### src/timer_pkg.sv
package timer_pkg;
  // Data and register port widths
  localparam int DATA_W = 8;
  localparam int ADDR_W = 4;

  // Register offsets (index on the register port)
  localparam logic [3:0] ADDR_COUNT       = 4'h0;
  localparam logic [3:0] ADDR_PERIOD      = 4'h1;
  localparam logic [3:0] ADDR_CONTROL     = 4'h2;
  localparam logic [3:0] ADDR_FLAGS       = 4'h3;
  localparam logic [3:0] ADDR_FLAG_CLEAR  = 4'h4;
  localparam logic [3:0] ADDR_FLAG_ENABLE = 4'h5;

  // Control register fields
  localparam int CTRL_PRESCALE_LSB = 0;
  localparam int CTRL_PRESCALE_W   = 2;
  localparam int CTRL_RUN_BIT      = 2;
  localparam int CTRL_POST_LSB     = 3;
  localparam int CTRL_POST_W       = 4;
  localparam int CTRL_USED_W       = 7;

  // Flag register layout
  localparam int FLAG_MATCH_BIT = 1;

  // Reset values
  localparam logic [7:0] COUNT_RESET   = 8'h00;
  localparam logic [7:0] PERIOD_RESET  = 8'hff;
  localparam logic [6:0] CONTROL_RESET = 7'h00;
  localparam logic [7:0] FLAGS_RESET   = 8'h00;

  // Scaler geometry
  localparam int INSTR_DIV = 4;
  localparam int PRE_W     = 6;
  localparam int POST_W    = 4;

  // Prescale select codes
  localparam logic [1:0] PRESCALE_1  = 2'h0;
  localparam logic [1:0] PRESCALE_4  = 2'h1;
  localparam int         RATIO_1     = 1;
  localparam int         RATIO_4     = 4;
  localparam int         RATIO_16    = 16;
endpackage

### src/scaler_if.sv
interface scaler_if;
  logic                             clear;
  logic                             run;
  logic [timer_pkg::CTRL_PRESCALE_W-1:0] prescale_sel;
  logic                             tick;
  logic                             match;
  logic [timer_pkg::POST_W-1:0]     post_sel;
  logic                             post_done;

  modport ctrl (
    output clear,
    output run,
    output prescale_sel,
    output match,
    output post_sel,
    input  tick,
    input  post_done
  );

  modport pre (
    input  clear,
    input  run,
    input  prescale_sel,
    output tick
  );

  modport post (
    input  clear,
    input  match,
    input  post_sel,
    output post_done
  );
endinterface

### src/prescaler.sv
module prescaler #(
  parameter int PRE_W = timer_pkg::PRE_W
) (
  // Clock and reset
  input  wire logic clk,
  input  wire logic reset,
  // Scaler link
  scaler_if.pre     sc
);

  // Clocks per count step: instruction divide times prescale ratio
  function automatic logic [PRE_W-1:0] step_limit(input logic [1:0] sel);
    int ratio;
    ratio = timer_pkg::RATIO_16;
    if (sel == timer_pkg::PRESCALE_1) begin
      ratio = timer_pkg::RATIO_1;
    end else if (sel == timer_pkg::PRESCALE_4) begin
      ratio = timer_pkg::RATIO_4;
    end
    return PRE_W'(timer_pkg::INSTR_DIV * ratio - 1);
  endfunction

  logic [PRE_W-1:0] cnt_reg;
  logic [PRE_W-1:0] limit;

  assign limit   = step_limit(sc.prescale_sel);
  assign sc.tick = sc.run && !sc.clear && (cnt_reg == limit);

  always_ff @(posedge clk) begin
    if (reset || sc.clear) begin
      cnt_reg <= '0;
    end else if (sc.run) begin
      if (cnt_reg == limit) begin
        cnt_reg <= '0;
      end else begin
        cnt_reg <= PRE_W'(cnt_reg + 1'b1);
      end
    end
  end
endmodule // prescaler

### src/postscaler.sv
module postscaler #(
  parameter int POST_W = timer_pkg::POST_W
) (
  // Clock and reset
  input  wire logic clk,
  input  wire logic reset,
  // Scaler link
  scaler_if.post    sc
);

  logic [POST_W-1:0] cnt_reg;

  // Ratio is post_sel + 1, so 1:1 up to 1:16
  assign sc.post_done = sc.match && !sc.clear && (cnt_reg == sc.post_sel);

  always_ff @(posedge clk) begin
    if (reset || sc.clear) begin
      cnt_reg <= '0;
    end else if (sc.match) begin
      if (cnt_reg == sc.post_sel) begin
        cnt_reg <= '0;
      end else begin
        cnt_reg <= POST_W'(cnt_reg + 1'b1);
      end
    end
  end
endmodule // postscaler

### src/period_timer.sv
module period_timer (
  // Clock and reset
  input  wire logic                         clk,
  input  wire logic                         reset,
  // Register port
  input  wire logic [timer_pkg::ADDR_W-1:0] addr,
  input  wire logic [timer_pkg::DATA_W-1:0] wdata,
  input  wire logic                         wr,
  input  wire logic                         rd,
  output logic      [timer_pkg::DATA_W-1:0] rdata,
  // Interrupt
  output logic                              irq,
  // Time base to capture/compare unit and serial port
  output logic      [timer_pkg::DATA_W-1:0] timer_count,
  output logic                              period_match
);

  scaler_if sc ();

  logic [7:0] count_reg;
  logic [7:0] period_reg;
  logic [6:0] control_reg;
  logic [7:0] flags_reg;
  logic [7:0] enable_reg;
  logic [7:0] rdata_reg;
  logic       match_reg;
  logic       wr_count;
  logic       wr_period;
  logic       wr_control;
  logic       wr_clear;
  logic       wr_enable;
  logic       wrap;

  function automatic logic hit(input logic strobe,
                               input logic [3:0] a,
                               input logic [3:0] target);
    return strobe && (a == target);
  endfunction

  assign wr_count   = hit(wr, addr, timer_pkg::ADDR_COUNT);
  assign wr_period  = hit(wr, addr, timer_pkg::ADDR_PERIOD);
  assign wr_control = hit(wr, addr, timer_pkg::ADDR_CONTROL);
  assign wr_clear   = hit(wr, addr, timer_pkg::ADDR_FLAG_CLEAR);
  assign wr_enable  = hit(wr, addr, timer_pkg::ADDR_FLAG_ENABLE);

  // Scaler controls
  assign sc.clear        = wr_count || wr_control;
  assign sc.run          = control_reg[timer_pkg::CTRL_RUN_BIT];
  assign sc.prescale_sel =
    control_reg[timer_pkg::CTRL_PRESCALE_LSB +: timer_pkg::CTRL_PRESCALE_W];
  assign sc.post_sel     =
    control_reg[timer_pkg::CTRL_POST_LSB +: timer_pkg::CTRL_POST_W];

  assign wrap     = sc.tick && (count_reg == period_reg);
  assign sc.match = wrap;

  prescaler #(
    .PRE_W (timer_pkg::PRE_W)
  ) u_prescaler (
    .clk   (clk),
    .reset (reset),
    .sc    (sc.pre)
  );

  postscaler #(
    .POST_W (timer_pkg::POST_W)
  ) u_postscaler (
    .clk   (clk),
    .reset (reset),
    .sc    (sc.post)
  );

  // Counter
  always_ff @(posedge clk) begin
    if (reset) begin
      count_reg <= timer_pkg::COUNT_RESET;
    end else if (wr_count) begin
      count_reg <= wdata;
    end else if (wrap) begin
      count_reg <= timer_pkg::COUNT_RESET;
    end else if (sc.tick) begin
      count_reg <= 8'(count_reg + 1'b1);
    end
  end

  // Period register
  always_ff @(posedge clk) begin
    if (reset) begin
      period_reg <= timer_pkg::PERIOD_RESET;
    end else if (wr_period) begin
      period_reg <= wdata;
    end
  end

  // Control register
  always_ff @(posedge clk) begin
    if (reset) begin
      control_reg <= timer_pkg::CONTROL_RESET;
    end else if (wr_control) begin
      control_reg <= wdata[timer_pkg::CTRL_USED_W-1:0];
    end
  end

  // Match pulse, one cycle after the wrap
  always_ff @(posedge clk) begin
    if (reset) begin
      match_reg <= 1'b0;
    end else begin
      match_reg <= wrap;
    end
  end

  // Sticky flags; a set in the clear cycle wins
  always_ff @(posedge clk) begin
    if (reset) begin
      flags_reg <= timer_pkg::FLAGS_RESET;
    end else begin
      if (wr_clear && wdata[timer_pkg::FLAG_MATCH_BIT]) begin
        flags_reg[timer_pkg::FLAG_MATCH_BIT] <= 1'b0;
      end
      if (sc.post_done) begin
        flags_reg[timer_pkg::FLAG_MATCH_BIT] <= 1'b1;
      end
    end
  end

  always_ff @(posedge clk) begin
    if (reset) begin
      enable_reg <= 8'h00;
    end else if (wr_enable) begin
      enable_reg <= wdata & 8'h02;
    end
  end

  // Read port, data one cycle after the strobe
  always_ff @(posedge clk) begin
    if (reset || !rd) begin
      rdata_reg <= 8'h00;
    end else begin
      case (addr)
        timer_pkg::ADDR_COUNT:       rdata_reg <= count_reg;
        timer_pkg::ADDR_PERIOD:      rdata_reg <= period_reg;
        timer_pkg::ADDR_CONTROL:     rdata_reg <= {1'b0, control_reg};
        timer_pkg::ADDR_FLAGS:       rdata_reg <= flags_reg;
        timer_pkg::ADDR_FLAG_ENABLE: rdata_reg <= enable_reg;
        default:                     rdata_reg <= 8'h00;
      endcase
    end
  end

  assign rdata        = rdata_reg;
  assign irq          = |(flags_reg & enable_reg);
  assign timer_count  = count_reg;
  assign period_match = match_reg;
endmodule // period_timer

### config.mk
export PLATFORM = sky130hd
export DESIGN_NAME = period_timer
export DESIGN_NICKNAME = d
export VERILOG_FILES = /design/src/timer_pkg.sv /design/src/scaler_if.sv /design/src/prescaler.sv /design/src/postscaler.sv /design/src/period_timer.sv
export SDC_FILE = /design/constraint.sdc
export NUM_CORES = 1
export LEC_CHECK = 0
export BUFFER_PORTS_ARGS = -buffer_cell sky130_fd_sc_hd__buf_2
export CAP_MARGIN = 20
export CORE_UTILIZATION = 43
export CTS_CLUSTER_SIZE = 14
export DETAILED_ROUTE_END_ITERATION = 7
export PLACE_DENSITY_LB_ADDON = 0.15
export SETUP_SLACK_MARGIN = 0.02
export SYNTH_ARGS = -nofsm -noshare
export SYNTH_HDL_FRONTEND = slang
export SYNTH_SLANG_ARGS = --single-unit
### constraint.sdc
create_clock -name clk -period 2.3 [get_ports clk]
set_input_delay 0.115 -clock clk [delete_from_list [all_inputs] [get_ports clk]]
set_output_delay 0.115 -clock clk [all_outputs]
set_load 0.02 [all_outputs]
==> summary.md, run 1 <==
| Metric | Value |
|---|---|
| Status | `finished, final reports clean` |
| Setup violators final | `0` |
| Max_cap viols | `0` |
| Final Cell Area | `2780 um^2` |
| Buffers plus inverters on the worst setup path | `2` |
| Final Max Slew Viols | `0` |
| PwrDens | `508 nW/um^2` |
| CP peak stage delay | `540 ps` |
| Peak VDD IR | `241 uV` |
| Worst Tran Pin Value | `592 ps` |
| Placed Area | `2590 um^2` |
| CP max-delay cell | `or4_4` |
| Clk sinks | `44` |
| Vias per Instance | `5.36` |
| CTS tree | `yes` |
| Ant diodes | `0` |
| Synth async-reset ratio | `0%` |
| Synthesis Warnings | `0` |
| Placed Cells | `367` |
| Critical Path Start Type | `flop` |
| Post-Route WL | `5.67 mm` |
| CTS max path bufs | `2` |
| Site Rows | `25` |
| Synthesized area | `2230 um^2` |
| Crit. End Element | `flop` |
| Register area share after synthesis | `39.6%` |
| Post-Synth Simple-Gate Area | `23.9%` |
| DP HPWL | `4.10 mm` |
| CTS clk-pin slew, worst paths | `90 ps` |
| Core footprint | `4850 um^2` |
| Yosys reg bits | `44` |
| Fin util | `57.4%` |
| Unrepaired setup endpoints after global routing | `true` |
| Filler cell count | `462` |
| Mean area per synthesized cell | `8.70 um^2` |
| P&R area growth vs syn | `24.9%` |
| Compound-Gate Fraction of Synth Area | `11.3%` |
| H-tree depth | `2` |
| Hold crit path type | `in -> reg` |
| GRT Util Overall | `23.2%` |
| Pre-Repair DR Iteration Count | `4` |
| Final hold violation count | `0` |
| DR WL/cell | `15.0 um` |
| Die Area | `5470 um^2` |
| CTS buffer count | `5` |
| Cell with the most instances after synthesis | `dfxtp_1` |
| Post-synthesis mux area share | `10.8%` |
| Adder-cell area share of the yosys netlist | `2.25%` |
| DR DRC count | `0` |
| Final Non-Filler Cells | `379` |
| Yosys top cell area share | `39.6%` |
| Req. time, crit path | `2490 ps` |
| Clk root buf | `clkbuf_8` |
| CTS hold repair buffers | `0` |
| Via count of the routed design | `2031` |
| Die Ht | `74.0 um` |
| Setup slack after layout | `105 ps` |
| Critical path type | `reg -> reg` |
| CP Max Fanout | `6` |
| Crit path DAT | `2390 ps` |
| CP cell instances | `or4_4, a2111oi_4, nand3_2, buf_6, buf_4, o21ai_0, a21oi_1` |
| DRT antenna net count | `0` |
| Fraction of layout cells with a size suffix above 1 | `26.3%` |
| Skew final | `11.5 ps` |
| Post-synth EDFFs | `0` |
| Vias in the first global route | `1868` |
| Synth Instances | `256` |
| Largest cells by area after synthesis | `dfxtp_1 40%, mux2i_1 10%, xor2_1 6.3%` |
| Placer Congestion | `0.887` |
| Pleak | `0.00122 uW` |
| Effective utilization at floorplan | `45.9%` |
| Commonest cells post-synth | `44 x dfxtp_1, 33 x nor2_1, 23 x mux2i_1, 23 x nand2_1, 18 x nand3_1` |
| Port bufs | `33` |
| Overall power | `1410 uW` |
| Worst slack at placement | `-0.777 ps` |
| Worst relative slew slack | `60.4%` |
| XOR/XNOR share of the synthesized area | `9.04%` |
| Final min period | `2190 ps` |
| First-pass GRT wire length | `9.32 mm` |
| Pin count of the biggest net entering global routing | `19` |
| Overflow after GRT | `0` |
| Combinational family with the most area after synthesis | `simple AND/OR/NAND/NOR gates` |
| Netlist cell types | `46` |
| CP delay by family, top | `simple AND/OR/NAND/NOR gates` |
| Initial DRC count | `129` |
| Fmax | `456 MHz` |
| Final net count | `331` |
| Post-synth top area cell | `dfxtp_1` |
| Die Width | `74.0 um` |
| Clk_lat worst skew | `310 ps` |
| Initial antenna violation count | `0` |
| Period utilization | `95.4%` |
| Synth Net Count | `276` |
| Num ports | `34` |
| Ys flop type | `dfxtp_1` |
## repair_timing
item	in CTS	in global routing
endpoints found under the hold margin	0	0
buffers inserted	4	0
setup endpoints to repair	3	9
resized for setup	8	3
pin swaps	6	4
## final cells by class
cell class                      instances  area [um^2]  share of cell area (%)
Clock buffer                            6         82.6                    2.97
Clock inverter                          2         15.0                   0.540
Inverter                                4         15.0                   0.540
Multi-Input combinational cell        196         1330                    47.8
Sequential cell                        44          883                    31.8
Tap cell                               67         83.8                    3.01
Timing Repair Buffer                   60          372                    13.4
## power breakdown
group | internal (uW) | switching [uW] | total, uW
registers | 769 | 7.65 | 776
logic | 50.2 | 71.2 | 121
clock network | 243 | 273 | 516
## final timing paths
path,slack [ps],end,cells past startpoint,start
max,110,u_postscaler.cnt_reg[0],7,u_prescaler.cnt_reg[2]
min,50,period_reg[2],3,wdata[2]
max reg2reg,110,u_postscaler.cnt_reg[0],7,u_prescaler.cnt_reg[2]
min reg2reg,520,u_postscaler.cnt_reg[3],2,u_postscaler.cnt_reg[3]
## through the flow
stage / setup TNS [ps] / hold WS, ps
6_report: 0 / 50.9
5_1_grt: 0 / 56.7
4_1_cts: 0 / 45.2
3_5_place_dp: -0.777 / 371
3_3_place_gp: 0 / 361
2_1_floorplan: 0 / 240
## placed cells by master, fill, tap and decap left out, types with 14 or more instances in the layout
master / n
a21oi_1: 14
buf_2: 33
buf_4: 26
dfxtp_1: 42
mux2i_1: 23
nand2_1: 23
nand3_1: 18
nor2_1: 33
xor2_1: 16
## kinds of logic (layout without fill, tap and decap cells)
group,after synthesis,in the layout
simple gates,107,107
flops,44,44
compound gates,38,38
mux,24,24
xor+xnor,23,23
buf+inv,16,72
fa+ha+maj,4,4
## worst min-delay path: stages
cell and delay [ps]:
buf_2 100, mux2i_1 60, nand2_1 50
## per-layer routing
layer | up-vias | track usage (%) | share of wire (%)
li1 | 1014 | - | -
met1 | 926 | 33.0 | 47
met2 | 80 | 34.0 | 44
met3 | 11 | 3.25 | 7.8
met4 | 0 | 12.0 | 1.8
met5 | - | 0 | 0
(Power assumes the default switching activity.)
==> inputs of run 2 (changes only) <==
--- a/config.mk
+++ b/config.mk
@@ -10,6 +10,7 @@
 export CORE_UTILIZATION = 43
 export CTS_CLUSTER_SIZE = 14
 export DETAILED_ROUTE_END_ITERATION = 7
+export MAX_ROUTING_LAYER = met4
 export PLACE_DENSITY_LB_ADDON = 0.15
 export SETUP_SLACK_MARGIN = 0.02
 export SYNTH_ARGS = -nofsm -noshare
==> run 2 against run 1 <==
Core utilization unchanged. First-iteration DRC count rose by 6.2%. Register-to-register slack barely moved. Combinational power about the same. Flip-flop and latch count did not move. Largest power group unchanged.
==> summary.md, run 2 (synthesized netlist as in run 1, its figures left out) <==
| Metric | Value |
|---|---|
| Status | `finished, final reports clean (unchanged)` |
| CTS buffer count | `5 (unchanged)` |
| Final min period | `2200 ps (was 2190 ps)` |
| Crit. End Element | `flop (unchanged)` |
| Unrepaired setup endpoints after global routing | `true (unchanged)` |
| Port bufs | `33 (unchanged)` |
| Worst relative slew slack | `59.8% (was 60.4%)` |
| Most common cell after layout, fill and taps aside | `dfxtp_1 (unchanged)` |
| Critical Path Start Type | `flop (unchanged)` |
| Critical path type | `reg -> reg (unchanged)` |
| Hold crit path type | `in -> reg (unchanged)` |
| Fraction of layout cells with a size suffix above 1 | `26.3% (unchanged)` |
| CTS hold repair buffers | `0 (unchanged)` |
| Vias in the first global route | `1865 (was 1868)` |
| Overflow after GRT | `0 (unchanged)` |
| Crit path DAT | `2390 ps (about the same)` |
| Final Max Slew Viols | `0 (unchanged)` |
| Num ports | `34 (unchanged)` |
| Fmax | `455 MHz (was 456 MHz)` |
| P&R area growth vs syn | `24.9% (unchanged)` |
| Ant diodes | `0 (unchanged)` |
| Req. time, crit path | `2490 ps (about the same)` |
| GRT Util Overall | `23.9% (was 23.2%)` |
| CTS clk-pin slew, worst paths | `90 ps (about the same)` |
| Skew final | `12.0 ps (was 11.5 ps)` |
| PwrDens | `509 nW/um^2 (was 508 nW/um^2)` |
| Final Cell Area | `2780 um^2 (unchanged)` |
| Clk_lat worst skew | `310 ps (about the same)` |
| CTS tree | `yes (unchanged)` |
| Pin count of the biggest net entering global routing | `19 (unchanged)` |
| Max_cap viols | `0 (unchanged)` |
| Final net count | `331 (unchanged)` |
| Die Width | `74.0 um (unchanged)` |
| Die Ht | `74.0 um (unchanged)` |
| Die Area | `5470 um^2 (unchanged)` |
| Clk sinks | `44 (unchanged)` |
| DP HPWL | `4.10 mm (unchanged)` |
| DR DRC count | `0 (unchanged)` |
| Hold Path Depth | `3 (unchanged)` |
| Met3 GRT Util | `4.47% (was 3.25%)` |
| Placer Congestion | `0.902 (was 0.887)` |
| DRT antenna net count | `0 (unchanged)` |
| Via count of the routed design | `2031 (unchanged)` |
| Vias per Instance | `5.36 (unchanged)` |
| CTS max path bufs | `2 (unchanged)` |
| Pleak | `0.00122 uW (unchanged)` |
| Clk root buf | `clkbuf_8 (unchanged)` |
| Site Rows | `25 (unchanged)` |
| Fin Hold WS | `50.1 ps (was 50.9 ps)` |
| Setup violators final | `0 (unchanged)` |
| H-tree depth | `2 (unchanged)` |
| DR WL/cell | `15.0 um (about the same)` |
| Final hold violation count | `0 (unchanged)` |
| Worst Tran Pin Value | `601 ps (was 592 ps)` |
| Peak VDD IR | `241 uV (about the same)` |
| GRT busiest layer | `met2 (unchanged)` |
| Initial DRC count | `137 (was 129)` |
| Met2 Use GR | `33.9% (was 34.0%)` |
| Core footprint | `4850 um^2 (unchanged)` |
| Pre-Repair DR Iteration Count | `4 (unchanged)` |
| Commonest cells after routing, fill and taps aside | `42 x dfxtp_1, 33 x nor2_1, 33 x buf_2 (unchanged)` |
| Initial antenna violation count | `0 (unchanged)` |
| Period utilization | `95.5% (was 95.4%)` |
| Effective utilization at floorplan | `45.9% (unchanged)` |
| Post-Route WL | `5.68 mm (was 5.67 mm)` |
| Met1 Usage GRT | `33.1% (was 33.0%)` |
| Placed Area | `2590 um^2 (unchanged)` |
| Path depth of the worst reg2reg path | `7 (unchanged)` |
| CP Max Fanout | `6 (unchanged)` |
| First-pass GRT wire length | `9.34 mm (was 9.32 mm)` |
-- run 2: path summary, 6_finish.rpt --
path | startpoint | endpoint | slack, ps
hold / removal | wdata[4] | period_reg[4] | 50
hold reg to reg | u_postscaler.cnt_reg[2] | u_postscaler.cnt_reg[2] | 520
setup reg to reg | u_prescaler.cnt_reg[2] | u_postscaler.cnt_reg[0] | 100
setup / recovery | u_prescaler.cnt_reg[2] | u_postscaler.cnt_reg[0] | 100
-- run 2: critical path, cell delays in order, from the launching register on --
cell	delay, ps
dfxtp_1	320
or4_4	540
a2111oi_4	450
nand3_2	200
buf_6	190
buf_4	130
o21ai_0	170
a21oi_1	90
-- run 2: cell type report --
type                            count  area (um^2)
Fill cell                         462         2070
Multi-Input combinational cell    196         1330
Sequential cell                    44          883
Timing Repair Buffer               60          372
Tap cell                           67         83.8
Clock buffer                        6         82.6
Clock inverter                      2         15.0
Inverter                            4         15.0
-- run 2: power by group --
group	internal [uW]	switching [uW]
clock network	243	274
logic	50.2	71.3
registers	769	7.65
-- run 2: timing repair --
action                     CTS  global route
gates cloned                 0             0
setup buffers                4             0
gates resized for setup      8             3
pin swaps                    6             4
setup endpoints to repair    3             9
-- run 2: per-layer routing --
| metal | vias to the layer above | routed length [um] |
|---|---|---|
| met5 | - | 0 |
| met2 | 73 | 2460 |
| li1 | 1016 | - |
| met1 | 931 | 2750 |
| met3 | 11 | 362 |
| met4 | 0 | 104 |
-- run 2: through the flow --
step	setup slack [ps]	std cells	power, uW	TNS [ps]	util, %
2_1_floorplan	134	256	859	0	-
3_3_place_gp	59.7	367	910	0	53.5
3_5_place_dp	-0.777	367	911	-0.777	53.5
4_1_cts	15.3	379	1430	0	57.1
5_1_grt	13.6	379	1470	0	57.4
6_report	104	379	1420	0	57.4
